===== config.mk =====
export PLATFORM = sky130hd
export DESIGN_NAME = smclk_device_flat
export DESIGN_NICKNAME = d
export VERILOG_FILES = /design/src/include/smclk_regs_pkg.sv /design/src/include/smclk_link_if.sv /design/src/design/smclk_device.sv /design/src/flat_wrapper.sv
export VERILOG_INCLUDE_DIRS = /design/src /design/src/include
export SDC_FILE = /design/constraint.sdc
export NUM_CORES = 1
export LEC_CHECK = 0
export ABC_AREA = 1
export CAP_MARGIN = 20
export CORE_UTILIZATION = 43
export DETAILED_ROUTE_END_ITERATION = 12
export DONT_BUFFER_PORTS = 1
export GPL_TIMING_DRIVEN = 0
export HOLD_SLACK_MARGIN = 0.03
export PLACE_DENSITY = 0.63
export SETUP_SLACK_MARGIN = 0.05
export SYNTH_ARGS = -nofsm -noshare
export SYNTH_HDL_FRONTEND = slang
export SYNTH_SLANG_ARGS = --single-unit

===== constraint.sdc =====
create_clock -name pclk -period 2.9 [get_ports pclk]
set_input_delay 0.725 -clock pclk [delete_from_list [all_inputs] [get_ports pclk]]
set_output_delay 0.725 -clock pclk [all_outputs]
set_load 0.05 [all_outputs]

===== src/include/smclk_regs_defs.svh =====
// Purpose: Offsets, field positions, reset values and limits of the register bank
// Assumes: Included by its bare name from design files
// Notes:   Definitions only
`ifndef SMCLK_REGS_DEFS_SVH
`define SMCLK_REGS_DEFS_SVH

// Device register offsets on the link
`define POWER_RESET_OFFSET      8'h00
`define FSM_PREDIV_OFFSET       8'h02
`define CHANNEL_DIV_OFFSET      8'h03

// Device reset values
`define POWER_RESET_RESET       16'h0000
`define FSM_PREDIV_RESET        16'h0223
`define CHANNEL_DIV_RESET       16'hff86
`define POWER_RESET_AFTER_SOFT  16'h0001

// Bits that a write can change; the others read as zero
`define POWER_RESET_WMASK       16'hffff
`define FSM_PREDIV_WMASK        16'h07ff
`define CHANNEL_DIV_WMASK       16'hff87

// Field positions
`define SOFT_RESET_BIT          0
`define LOW_POWER_BIT           2
`define GEN_ON_BIT              5
`define PREDIV_LSB              6
`define PREDIV_MSB              9
`define POSTDIV_LSB             0
`define POSTDIV_MSB             2
`define CH_QUIET_LSB            7
`define CH_QUIET_MSB            10
`define LOGIC_QUIET_BIT         11
`define CH_ON_LSB               12
`define CH_ON_MSB               15

// One-hot pre-divider codes
`define PREDIV_BY2              4'h2
`define PREDIV_BY4              4'h4
`define PREDIV_BY8              4'h8

// Fields the host forces before a write
`define POWER_RESET_ZERO_MASK   16'hfffa
`define FSM_PREDIV_ZERO_MASK    16'hfc1f
`define FSM_PREDIV_FORCED       16'h0003
`define CHANNEL_DIV_ZERO_MASK   16'h0078

// Frequency limits in MHz
`define PREDIV_OUT_MAX_MHZ      32'd1600
`define FSM_CLOCK_MAX_MHZ       32'd30

// Host APB register offsets
`define HOST_CMD_OFFSET         12'h000
`define HOST_STATUS_OFFSET      12'h004
`define HOST_RDATA_OFFSET       12'h008
`define HOST_BUSY_BIT           0
`define HOST_REFUSED_BIT        1
`define HOST_CMD_WRITE_BIT      24

`endif


===== src/include/smclk_regs_pkg.sv =====
// Purpose: Types shared by both ends of the register link
// Assumes: Nothing
// Notes:   State of each module is one packed struct
package smclk_regs_pkg;

  typedef enum logic [0:0] {
    host_idle = 1'b0,
    host_wait = 1'b1
  } host_phase_t;

  typedef struct packed {
    logic [15:0] power_and_soft_reset_control;
    logic [15:0] state_machine_clock_predivide_enable;
    logic [15:0] channel_enable_mute_and_smclk_divider;
    logic [10:0] div_count;
    logic        fsm_clock_pulse;
    logic        ack;
    logic [15:0] rdata;
    logic [3:0]  channel_output_on;
    logic        logic_output_on;
    logic        low_power_active;
  } device_state_t;

  typedef struct packed {
    host_phase_t phase;
    logic        req;
    logic        we;
    logic [7:0]  addr;
    logic [15:0] wdata;
    logic [15:0] read_value;
    logic        refused;
    logic [3:0]  last_prediv;
    logic [2:0]  last_postdiv;
    logic        pready;
    logic        pslverr;
    logic [31:0] prdata;
  } host_state_t;

endpackage


===== src/include/smclk_link_if.sv =====
// Purpose: Register link between the host controller and the device
// Assumes: Both ends on pclk
// Notes:   req is held until ack; ack is a one-cycle pulse
`timescale 1ns/1ns
`default_nettype none
interface smclk_link_if;
  logic        req;
  logic        we;
  logic [7:0]  addr;
  logic [15:0] wdata;
  logic        ack;
  logic [15:0] rdata;

  modport device (
    input  req,
    input  we,
    input  addr,
    input  wdata,
    output ack,
    output rdata
  );

  modport host (
    output req,
    output we,
    output addr,
    output wdata,
    input  ack,
    input  rdata
  );
endinterface
`default_nettype wire


===== src/design/smclk_device.sv =====
// Purpose: Power, soft reset and state-machine clock register bank of the device
// Assumes: pclk is the input clock; calibrating comes from logic on pclk
// Notes:   fsm_clock_pulse is one pclk wide, once per divided period
//
// What this block and the host do
// Low-power bit enters low power, keeps registers
// Soft reset restores device power-on state, soft reset flag left set
// Soft reset bit clears on next write
// Host writes zero to must-zero fields
// Host writes three into low pre-divider field
// Fsm clock is input divided twice
// Pre-divider one-hot 2/4/8, reset 8
// Host keeps pre-divider output at most 1600MHz
// Fsm clock generator runs only when enabled
// Host may disable generator to cut crosstalk
// Cleared channel enable kills channel outputs
// Mute selected outputs while calibrating
// Second divider divides by two to field
// Host keeps fsm clock at most 30MHz
// Low power stops fsm clock and outputs
`timescale 1ns/1ns
`default_nettype none
`include "smclk_regs_defs.svh"
module smclk_device
  import smclk_regs_pkg::*;
(
  input  wire logic       pclk,
  input  wire logic       presetn,
  smclk_link_if.device    link,
  input  wire logic       calibrating,
  output logic            fsm_clock_pulse,
  output logic [3:0]      channel_output_on,
  output logic            logic_output_on,
  output logic            low_power_active
);

  device_state_t s;
  device_state_t next_s;

  logic        take;
  logic [3:0]  prediv_code;
  logic [2:0]  postdiv_code;
  logic [10:0] prediv_factor;
  logic [10:0] div_limit;
  logic        gen_run;
  logic        low_power;
  logic [3:0]  ch_on;
  logic [3:0]  ch_quiet;
  logic [3:0]  ch_muted;

  assign take         = link.req & ~s.ack;
  assign prediv_code  = s.state_machine_clock_predivide_enable[`PREDIV_MSB:`PREDIV_LSB];
  assign postdiv_code = s.channel_enable_mute_and_smclk_divider[`POSTDIV_MSB:`POSTDIV_LSB];
  assign low_power    = s.power_and_soft_reset_control[`LOW_POWER_BIT];
  assign ch_on        = s.channel_enable_mute_and_smclk_divider[`CH_ON_MSB:`CH_ON_LSB];
  assign ch_quiet     = s.channel_enable_mute_and_smclk_divider[`CH_QUIET_MSB:`CH_QUIET_LSB];

  // Reserved pre-divider codes halt the generator
  always_comb
  begin
    case (prediv_code)
      `PREDIV_BY2: prediv_factor = 11'd2;
      `PREDIV_BY4: prediv_factor = 11'd4;
      `PREDIV_BY8: prediv_factor = 11'd8;
      default:     prediv_factor = 11'd0;
    endcase
  end

  // Total division is pre factor times two to the post code
  assign div_limit = (prediv_factor << postdiv_code) - 11'd1;

  assign gen_run = s.state_machine_clock_predivide_enable[`GEN_ON_BIT]
                   & ~low_power
                   & (prediv_factor != 11'd0);

  // Per-channel gating during calibration
  genvar ch;
  generate
    for (ch = 0; ch < 4; ch++)
    begin : g_channel
      assign ch_muted[ch] = calibrating & ch_quiet[ch];
    end
  endgenerate

  always_comb
  begin
    next_s                 = s;
    next_s.ack             = 1'b0;
    next_s.fsm_clock_pulse = 1'b0;

    // Divided clock generator
    if (gen_run)
    begin
      if (s.div_count >= div_limit)
      begin
        next_s.div_count       = 11'd0;
        next_s.fsm_clock_pulse = 1'b1;
      end
      else
      begin
        next_s.div_count = s.div_count + 11'd1;
      end
    end
    else
    begin
      next_s.div_count = 11'd0;
    end

    // Outputs follow the settings held at the start of the cycle
    next_s.low_power_active  = low_power;
    next_s.channel_output_on = ch_on & ~ch_muted & {4{~low_power}};
    next_s.logic_output_on   = ~low_power
                               & ~(calibrating
                                   & s.channel_enable_mute_and_smclk_divider[`LOGIC_QUIET_BIT]);

    if (take)
    begin
      next_s.ack = 1'b1;
      if (link.we)
      begin
        // Any write first clears a pending soft reset flag
        next_s.power_and_soft_reset_control[`SOFT_RESET_BIT] = 1'b0;
        case (link.addr)
          `POWER_RESET_OFFSET:
          begin
            next_s.power_and_soft_reset_control = link.wdata & `POWER_RESET_WMASK;
          end
          `FSM_PREDIV_OFFSET:
          begin
            next_s.state_machine_clock_predivide_enable = link.wdata & `FSM_PREDIV_WMASK;
          end
          `CHANNEL_DIV_OFFSET:
          begin
            next_s.channel_enable_mute_and_smclk_divider = link.wdata & `CHANNEL_DIV_WMASK;
          end
          default:
          begin
            next_s.ack = 1'b1;
          end
        endcase
        if ((link.addr == `POWER_RESET_OFFSET) && link.wdata[`SOFT_RESET_BIT])
        begin
          // Same state as power-on, flag stays visible until next write
          next_s.power_and_soft_reset_control          = `POWER_RESET_AFTER_SOFT;
          next_s.state_machine_clock_predivide_enable  = `FSM_PREDIV_RESET;
          next_s.channel_enable_mute_and_smclk_divider = `CHANNEL_DIV_RESET;
          next_s.div_count                             = 11'd0;
          next_s.fsm_clock_pulse                       = 1'b0;
          next_s.channel_output_on                     = 4'h0;
          next_s.logic_output_on                       = 1'b0;
          next_s.low_power_active                      = 1'b0;
        end
      end
      else
      begin
        case (link.addr)
          `POWER_RESET_OFFSET:
          begin
            next_s.rdata = s.power_and_soft_reset_control;
          end
          `FSM_PREDIV_OFFSET:
          begin
            next_s.rdata = s.state_machine_clock_predivide_enable;
          end
          `CHANNEL_DIV_OFFSET:
          begin
            next_s.rdata = s.channel_enable_mute_and_smclk_divider;
          end
          default:
          begin
            next_s.rdata = 16'h0000;
          end
        endcase
      end
    end
  end

  always_ff @(posedge pclk or negedge presetn)
  begin
    if (!presetn)
    begin
      s.power_and_soft_reset_control          <= `POWER_RESET_RESET;
      s.state_machine_clock_predivide_enable  <= `FSM_PREDIV_RESET;
      s.channel_enable_mute_and_smclk_divider <= `CHANNEL_DIV_RESET;
      s.div_count                             <= 11'd0;
      s.fsm_clock_pulse                       <= 1'b0;
      s.ack                                   <= 1'b0;
      s.rdata                                 <= 16'h0000;
      s.channel_output_on                     <= 4'h0;
      s.logic_output_on                       <= 1'b0;
      s.low_power_active                      <= 1'b0;
    end
    else
    begin
      s <= next_s;
    end
  end

  assign link.ack          = s.ack;
  assign link.rdata        = s.rdata;
  assign fsm_clock_pulse   = s.fsm_clock_pulse;
  assign channel_output_on = s.channel_output_on;
  assign logic_output_on   = s.logic_output_on;
  assign low_power_active  = s.low_power_active;

endmodule
`default_nettype wire


===== src/flat_wrapper.sv =====
// flat-port wrapper written by rule: the top's interface ports become plain ports
module smclk_device_flat import smclk_regs_pkg::*;
  (pclk, presetn, calibrating, fsm_clock_pulse, channel_output_on, logic_output_on, low_power_active, link_req, link_we, link_addr, link_wdata, link_ack, link_rdata);
  smclk_link_if link_i ();
  input  wire logic pclk;
  input  wire logic presetn;
  input  wire logic calibrating;
  output logic fsm_clock_pulse;
  output logic [3:0] channel_output_on;
  output logic logic_output_on;
  output logic low_power_active;
  input wire logic [$bits(link_i.req)-1:0] link_req;
  input wire logic [$bits(link_i.we)-1:0] link_we;
  input wire logic [$bits(link_i.addr)-1:0] link_addr;
  input wire logic [$bits(link_i.wdata)-1:0] link_wdata;
  output wire logic [$bits(link_i.ack)-1:0] link_ack;
  output wire logic [$bits(link_i.rdata)-1:0] link_rdata;
  assign link_i.req = link_req;
  assign link_i.we = link_we;
  assign link_i.addr = link_addr;
  assign link_i.wdata = link_wdata;
  assign link_ack = link_i.ack;
  assign link_rdata = link_i.rdata;
  smclk_device u_core (.pclk(pclk), .presetn(presetn), .link(link_i), .calibrating(calibrating), .fsm_clock_pulse(fsm_clock_pulse), .channel_output_on(channel_output_on), .logic_output_on(logic_output_on), .low_power_active(low_power_active));
endmodule

==> flow_summary.toml, run 1 <==
[cells_and_area]
final_common_cell = "nand2_1"
num_antenna_cells = 0
fin_util = 0.512
finalNonFillerCells = 612
num-fill-cells = 837
fin_nets = 540
layout_common_cells = "108 x nand2_1, 56 x inv_1, 56 x dfrtp_1, 37 x o21ai_0, 29 x buf_4"
layout-drive-gt1-share = 0.242
syn2layout_area_growth_pct = 13.4

[critical_path]
cp-start-kind = "register"
path_class = "reg2reg"
crit_chain = "nor2_2 -> nand2_1 -> nor2_2 -> nand3_2 -> ha_4 -> nand3_2 -> inv_1 -> nand3_1 -> nand2_1 -> ha_1 -> nand2_1 -> nor2_2 -> a21boi_1 -> nor3_2 -> nand2_2 -> buf_4 -> nor2_1"
cp_slowest_cell = "dfrtp_2"
crit_required_ns = 3.18
end_kind = "register"
path_max_fanout = 5
path_delay_family = "simple AND/OR/NAND/NOR gates"
crit_buf_inv = 2
max_stage_delay_ns = 0.47
worstPathArrival_ns = 3.05

[floorplanning]
die_h_um = 98.6
start_util = 0.452
die_area_mm2 = 0.00973
core-area_mm2 = 0.00889
ios = 53
die_w_um = 98.6
rows = 34

[timing]
rsz0062_at_grt = "true"
fin_crit_sh = 0.953
tightest_slew_ns = 0.474
period_minus_slack_ns = 2.76
setup_slack_ns = 0.137
slew_headroom = 0.684
finClkSkew_ns = 0.0140
fmax_ghz = 0.362
finalHoldViolations = 0
finalSetupViolations = 0
maxSlewViolCount = 0

[yosys]
yosys_warnings = 0
postSynthCellCount = 480
netlist.area_leader.share = 0.368
synth_cell_type_count = 42
synth_fp_nets = 521
synth_async_sr_flop_share = 1.00
syn_area_mm2 = 0.00402
syn_area_per_cell_um2 = 8.37
yosys.area.top_type = "dfrtp_1"
synth-seq-cells = 74
ys_seq_area_frac = 0.466
yosys_most_used_dff = "dfrtp_1"
synthTopCellsByArea = "dfrtp_1 37%, nand2_1 11%, dfstp_2 9.8%"
synth-edff-count = 0

[power]
leakage_uw = 0.00245
peakVddDrop_mv = 0.248
powerDensity_mw_per_mm2 = 490
total_power_uw = 2230

[global_route]
grt_pass1_wl_mm = 15.2
antenna_found_initial = 0
overflow = 0
grt_pass1_vias = 3153
grt_max_degree = 75
gr-usage-all-layers = 0.201

[cts]
cts_buffers = 9
cts_max_path_buffers = 2
cts_num_sinks = 74
root_buffer = "clkbuf_8"
hold_buffers = 0
htreeDepth = 3
cts_tree = "built"
clk_pin_slew_ns = 0.09
clkLatencyLatePin_ns = 0.35

[route]
vias = 3209
drcViolationCount = 0
drtIter0Drc = 185
antenna_left = 0
viasPerCell = 5.24
dr.pass1.iters = 5
drt-total-wl_mm = 9.35
post_drt_wl_per_cell_um = 15.3

[hold_path]
hp-class = "in2async"

[placed_design]
dp_worst_setup_slack_ns = -0.0780
gp_congestion = 0.928
dpl.hpwl_mm = 6.94
dpl.cell_count = 588
port_buffers = 0

[run]
drv_cap = 0

[outcome]
outcome = "completed"
-- flip-flops by register name, summed over array words and instances (netlist names) --
signal and cells:
u_core.low_power_active 1, u_core.low_power 1, u_core.logic_output_on 1, u_core.channel_output_on 4, u_core.s 34, u_core.ch_quiet 4, u_core.ch_on 4, u_core.link.ack 1
u_core.postdiv_code 3, u_core.prediv_code 4, u_core.link.rdata 16, u_core.fsm_clock_pulse 1
-- per-stage QoR --
step	cell area, um^2	hold slack (ns)	setup TNS (ns)
after global routing	4560	0.0402	-0.729
after detailed placement	4150	0.431	-0.691
after CTS	4400	0.0467	0
final	4560	0.0542	0
after global placement	4150	0.431	0
after floorplan	4020	0.429	0
-- worst paths after layout --
check / startpoint / end / slack, ns / cells past startpoint
min in group pclk: u_core.link.rdata[6] / u_core.link.rdata[6] / 0.49 / 2
min reg2reg: u_core.link.rdata[6] / u_core.link.rdata[6] / 0.49 / 2
min: presetn / u_core.link.rdata[3] / 0.05 / 0
max reg2reg: u_core.prediv_code[0] / u_core.s[27] / 0.14 / 17
max: u_core.prediv_code[0] / u_core.s[27] / 0.14 / 17
max in group asynchronous: presetn / u_core.ch_on[1] / 2.62 / 0
-- layer usage --
| metal | routed length, um | GRT usage | part of all wire |
|---|---|---|---|
| met1 | 4150 | 0.264 | 0.44 |
| met4 | 171 | 0.0769 | 0.018 |
| met5 | 0 | 0 | 0 |
| met3 | 570 | 0.0468 | 0.061 |
| met2 | 4460 | 0.325 | 0.48 |
-- report_power, final --
group / switching, uW / internal [uW]
registers: 30.6 / 1070
clock network: 420 / 493
logic: 139 / 80.5
-- final cells by class --
class / count / area [um^2] / share of cell area
sequential: 74 / 1870 / 0.411
inverter: 63 / 240 / 0.0527
multi-input combinational: 314 / 1810 / 0.398
clock buffer: 9 / 124 / 0.0272
timing repair buffer: 8 / 60.1 / 0.0132
tap: 108 / 135 / 0.0297
buffer: 29 / 208 / 0.0456
clock inverter: 7 / 101 / 0.0222
-- synth_stat cells (2+ instances only) --
library cell,n
nand2_1,113
dfrtp_1,59
inv_1,57
o21ai_0,38
nor2_1,33
nand3_1,32
buf_4,21
a21oi_1,17
dfstp_2,15
o22ai_1,13
ha_1,12
nand4_1,8
xor2_1,6
buf_2,5
nand2_2,4
nor2_2,4
xnor2_1,4
a21oi_2,3
a22o_1,3
inv_2,3
nor2_8,3
nor3_1,3
clkbuf_1,2
nand2_4,2
nand3_2,2
o211ai_1,2
-- cells by family after synthesis --
group,Yosys count,share of synthesized area
adder cells (fa/ha/maj),12,0.0374
AO/OA/AOI/OAI,80,0.113
AND/OR/NAND/NOR,212,0.252
XOR/XNOR,10,0.0218
buffers and inverters,92,0.110
flip-flops,74,0.466
-- timing repair --
| item | in CTS | in global routing |
|---|---|---|
| resized for setup | 5 | 32 |
| setup buffers | 1 | 6 |
| hold endpoints to repair | 0 | 0 |
| pin swaps | 1 | 5 |
| endpoints found under the setup margin | 10 | 12 |
| gates cloned | 0 | 1 |
-- worst register-to-register path, cell delays in order, from the launching register on --
cell      delay [ns]
dfrtp_2         0.47
nor2_2          0.15
nand2_1         0.12
nor2_2          0.16
nand3_2         0.13
ha_4            0.21
nand3_2         0.09
inv_1           0.06
nand3_1         0.07
nand2_1         0.07
ha_1            0.27
nand2_1         0.09
nor2_2          0.05
a21boi_1        0.13
nor3_2          0.24
nand2_2         0.12
buf_4           0.17
nor2_1          0.09
Note: power is estimated with default switching activity, not from simulation.
==> inputs of run 2 (changes only) <==
- clock period: 2.9 -> 3.5 ns (I/O delays scaled with it)
==> run 2 against run 1 <==
Register-to-register slack gained 0.38 ns. Total power shrank 18%. Sequential cell count is the same. Highest routed layer unchanged. Clock skew grew 0.0021 ns.
==> flow_summary.toml, run 2 (synthesis results as in run 1) <==
[timing]
setup_tns_ns = 0
fin_crit_sh = 0.853
whs_ns = 0.208
setup_slack_ns = 0.515
finClkSkew_ns = 0.0161
fmax_ghz = 0.335
finalSetupViolations = 0
tightest_slew_ns = 0.474
period_minus_slack_ns = 2.99
slew_headroom = 0.684
finalHoldViolations = 0
maxSlewViolCount = 0
rsz0062_at_grt = "false"

[critical_path]
worstPathArrival_ns = 3.21
cp-start-kind = "register"
critPathMostFrequentCell = "nand2_1"
crit_chain = "nor2_1 -> nand3_1 -> nand2_1 -> nand3_1 -> ha_1 -> nand3_2 -> inv_1 -> nand3_1 -> nand2_1 -> ha_1 -> nand2_1 -> nor2_1 -> a21boi_0 -> nor3_1 -> nand2_1 -> buf_2 -> nor2_1"
r2r_slack_ns = 0.51
end_kind = "register"
crit_required_ns = 3.73
cp_slowest_cell = "dfrtp_1"
reg2reg_depth = 17
max_stage_delay_ns = 0.44
path_max_fanout = 10
path_class = "reg2reg"

[outcome]
outcome = "completed"

[cts]
cts.repair.resized = 0
cts_buffers = 9
cts_tree = "built"
cts_max_path_buffers = 2
clkLatencyLatePin_ns = 0.35
root_buffer = "clkbuf_8"
clk_pin_slew_ns = 0.09
cts_num_sinks = 74
hold_buffers = 0
postCtsSetupBuffers = 0
htreeDepth = 3

[cells_and_area]
layout-drive-gt1-share = 0.175
fin_nets = 532
syn2layout_area_growth_pct = 8.97
final_common_cell = "nand2_1"
layout_common_cells = "113 x nand2_1, 59 x dfrtp_1, 57 x inv_1, 38 x o21ai_0, 33 x nor2_1"
top_register = "u_core.s"
largest_register_ffs = 34
num_antenna_cells = 0
top_regs = "u_core.s (34), u_core.link.rdata (16)"

[power]
peakVddDrop_mv = 0.203
powerDensity_mw_per_mm2 = 417
leakage_uw = 0.00241

[floorplanning]
start_util = 0.452
rows = 34
die_w_um = 98.6
die_area_mm2 = 0.00973
core-area_mm2 = 0.00889
die_h_um = 98.6
ios = 53

[route]
dr.pass1.iters = 4
vias = 3170
drtIter0Drc = 137
drcViolationCount = 0
post_drt_wl_per_cell_um = 15.0
antenna_left = 0
viasPerCell = 5.25
drt-total-wl_mm = 9.09

[global_route]
grt_pass1_wl_mm = 15.2
antenna_found_initial = 0
overflow = 0
gr-usage-all-layers = 0.200
grt_pass1_vias = 3143
grt_max_degree = 75

[hold_path]
hp-class = "in2async"

[placed_design]
port_buffers = 0
dpl.hpwl_mm = 6.94
dp_worst_setup_slack_ns = 0.522
gp_congestion = 0.928

[run]
drv_cap = 0
## run 2: changes by cell type in the layout (fill, tap and decap cells not counted), moves of 5 or more
| cell | delta |
|---|---|
| nand2_2 | -5 |
| nand2_1 | +5 |
| nor2_2 | -6 |
| nor2_1 | +9 |
| buf_4 | -8 |
| nand3_1 | +6 |
| nand3_2 | -5 |
## run 2: worst paths after layout
path                                   endpoint             startpoint
min reg2reg                u_core.link.rdata[6]   u_core.link.rdata[6]
min                             u_core.link.ack                presetn
max reg2reg                        u_core.s[34]  u_core.prediv_code[0]
max                                u_core.s[34]  u_core.prediv_code[0]
min in group pclk          u_core.link.rdata[6]   u_core.link.rdata[6]
max in group asynchronous       u_core.ch_on[1]                presetn
## run 2: metrics by stage
step | instance area, um^2 | total power (uW) | utilization | cells
after detailed placement | 4150 | 1090 | 0.467 | 588
after floorplan | 4020 | 1050 | - | 480
after global placement | 4150 | 1080 | 0.467 | 588
after global routing | 4380 | 1900 | 0.492 | 604
final | 4380 | 1820 | 0.492 | 604
after CTS | 4380 | 1840 | 0.492 | 604
## run 2: per-layer routing
layer	vias up	wire, um	track usage
li1	1566	-	-
met1	1498	4100	0.263
met2	90	4240	0.324
met3	16	555	0.0468
met4	0	191	0.0769
met5	-	0	0
## run 2: final cells by class
type | instances | area (um^2)
Clock buffer | 9 | 124
Multi-Input combinational cell | 314 | 1700
Fill cell | 861 | 4510
Tap cell | 108 | 135
Sequential cell | 74 | 1870
Inverter | 63 | 240
Buffer | 29 | 201
Clock inverter | 7 | 101
## run 2: where the power goes
group          internal, uW  switching (uW)  leakage [uW]
Clock                   409             345      0.000112
Combinational          55.3             105       0.00133
Sequential              886            23.8      0.000965
Total                  1350             474       0.00241
## run 2: critical path: cells and delay by family (launching register included)
| kind | cells | cell delay (ns) |
|---|---|---|
| AOI/OAI and AO/OA | 1 | 0.24 |
| adders and majority gates | 2 | 0.53 |
| buffers and inverters | 2 | 0.28 |
| DFF | 1 | 0.44 |
| and+or+nand+nor | 12 | 1.38 |
==> inputs of run 3 (changes only) <==
- CTS_BUF_LIST: default -> sky130_fd_sc_hd__clkbuf_4 sky130_fd_sc_hd__clkbuf_8 sky130_fd_sc_hd__clkbuf_16
- MAX_ROUTING_LAYER: default -> met4
- PLACE_DENSITY: 0.63 -> default
==> run 3 against run 2 <==
Cell area barely moved. Total power rose by 0.49%. Register-to-register slack got worse by 0.02 ns. Clock-buffer cell count rose by 3. Core utilization barely moved. Sequential cell count did not move. Worst setup slack got worse by 0.023 ns. Sequential share of layout area barely moved. Fmax fell by 0.78%. Clock skew fell by 0.0024 ns. Critical path type unchanged. Largest power group unchanged.
==> flow_summary.toml, run 3 (synthesis results as in run 1) <==
[power]
leakage_uw = 0.00240
peakVddDrop_mv = 0.171
total_power_uw = 1830
p_comb_frac = 0.086
p_int_uw = 1380
seqPwrFrac = 0.496
clock_power_share = 0.417
p_sw_frac = 0.248
powerDensity_mw_per_mm2 = 418
switching_power_uw = 454

[cts]
cts_num_sinks = 74
cts_tree = "built"
htreeDepth = 3
cts.repair.resized = 0
clkLatencyLatePin_ns = 0.36
postCtsSetupBuffers = 0
cts_max_path_buffers = 2
hold_buffers = 0
cts_buffers = 9
root_buffer = "clkbuf_8"
clk_pin_slew_ns = 0.08

[global_route]
grt_pass1_vias = 3170
grt_pass1_wl_mm = 15.6
overflow = 0
gr-usage-all-layers = 0.211
antenna_found_initial = 0
grt_max_degree = 75

[route]
vias = 3132
drcViolationCount = 0
viasPerCell = 5.19
dr.pass1.iters = 5
drtIter0Drc = 234
drt-total-wl_mm = 9.18
antenna_left = 0
post_drt_wl_per_cell_um = 15.2

[critical_path]
crit_required_ns = 3.73
path_max_fanout = 10
crit_buf_inv = 2
cp_slowest_cell = "dfrtp_1"
path_class = "reg2reg"
path_delay_family = "simple AND/OR/NAND/NOR gates"
max_stage_delay_ns = 0.46
crit_chain = "nor2_1 -> nand3_1 -> nand2_1 -> nand3_1 -> ha_1 -> nand3_2 -> inv_1 -> nand3_1 -> nand2_1 -> ha_1 -> nand2_1 -> nor2_1 -> nand4_1 -> a21oi_1 -> nor3_1 -> nand2_1 -> buf_2 -> nor2_1"
end_kind = "register"
critPathMostFrequentCell = "nand2_1"
cp-start-kind = "register"
worstPathArrival_ns = 3.24

[placed_design]
dpl.hpwl_mm = 6.88
dp_worst_setup_slack_ns = 0.534
port_buffers = 0
gp_congestion = 0.903
dpl_cell_area_mm2 = 0.00415

[floorplanning]
die_w_um = 98.6
rows = 34
core-area_mm2 = 0.00889
die_h_um = 98.6
die_area_mm2 = 0.00973
ios = 53
start_util = 0.452

[hold_path]
hp-class = "in2async"

[timing]
finalHoldViolations = 0
maxSlewViolCount = 0
fmax_ghz = 0.332
finalSetupViolations = 0
setup_slack_ns = 0.491
tightest_slew_ns = 0.485
setup_tns_ns = 0
fin_crit_sh = 0.860
slew_headroom = 0.677
rsz0062_at_grt = "false"
finClkSkew_ns = 0.0137
period_minus_slack_ns = 3.01

[cells_and_area]
num_antenna_cells = 0
layout_common_cells = "113 x nand2_1, 59 x dfrtp_1, 57 x inv_1, 38 x o21ai_0, 33 x nor2_1"
top_regs = "u_core.s (34), u_core.link.rdata (16)"
num-fill-cells = 894
fin_nets = 532
syn2layout_area_growth_pct = 9.03
fin_area_mm2 = 0.00438
layout-drive-gt1-share = 0.175
final_common_cell = "nand2_1"
top_register = "u_core.s"
largest_register_ffs = 34

[run]
drv_cap = 0

[outcome]
outcome = "completed"
-- run 3: cell count changes in the layout (fill, tap and decap cells not counted), sizes merged --
| cell | change |
|---|---|
| clkbuf | +3 |
| clkinv | -2 |
| inv | -2 |
| clkinvlp | +1 |
-- run 3: worst register-to-register path, stage by stage, from the launching register on --
cell,delay [ns]
dfrtp_1,0.46
nor2_1,0.28
nand3_1,0.14
nand2_1,0.11
nand3_1,0.12
ha_1,0.26
nand3_2,0.12
inv_1,0.06
nand3_1,0.08
nand2_1,0.06
ha_1,0.26
nand2_1,0.06
nor2_1,0.16
nand4_1,0.10
a21oi_1,0.18
nor3_1,0.09
nand2_1,0.08
buf_2,0.22
nor2_1,0.06
-- run 3: path summary, 6_finish.rpt --
check | cells past startpoint | slack, ns | startpoint | end
worst max-delay path | 18 | 0.49 | u_core.prediv_code[0] | u_core.s[25]
worst min-delay path | 0 | 0.21 | presetn | u_core.link.rdata[6]
worst max register to register | 18 | 0.49 | u_core.prediv_code[0] | u_core.s[25]
worst min register to register | 2 | 0.48 | u_core.link.rdata[4] | u_core.link.rdata[4]
max in group asynchronous | 0 | 3.07 | presetn | u_core.ch_quiet[0]
min in group pclk | 2 | 0.48 | u_core.link.rdata[4] | u_core.link.rdata[4]
-- run 3: final cells by class --
class	count	area, um^2	share of cell area
inverter	63	240	0.0549
sequential	74	1870	0.427
clock inverter	4	75.1	0.0171
tap	108	135	0.0309
buffer	29	201	0.0460
multi-input combinational	314	1700	0.389
clock buffer	12	153	0.0349
-- run 3: layer usage --
metal	track usage	vias up	part of all wire
li1	-	1557	-
met1	0.283	1497	0.47
met2	0.313	62	0.45
met3	0.0426	16	0.059
met4	0.0896	0	0.017
met5	-	-	0
-- run 3: power by group through the flow --
stage	Clock [uW]	Sequential, uW	Combinational [uW]
6_report	764	910	159
5_1_grt	816	913	184
4_1_cts	780	909	161
3_5_place_dp	0	925	159
3_3_place_gp	0	925	156
2_1_floorplan	0	920	132
-- run 3: stage by stage --
stage | hold slack (ns) | utilization | instances
after floorplan | 0.450 | - | 480
after global placement | 0.465 | 0.467 | 588
after detailed placement | 0.467 | 0.467 | 588
after CTS | 0.201 | 0.493 | 604
after global routing | 0.199 | 0.493 | 604
final | 0.208 | 0.493 | 604
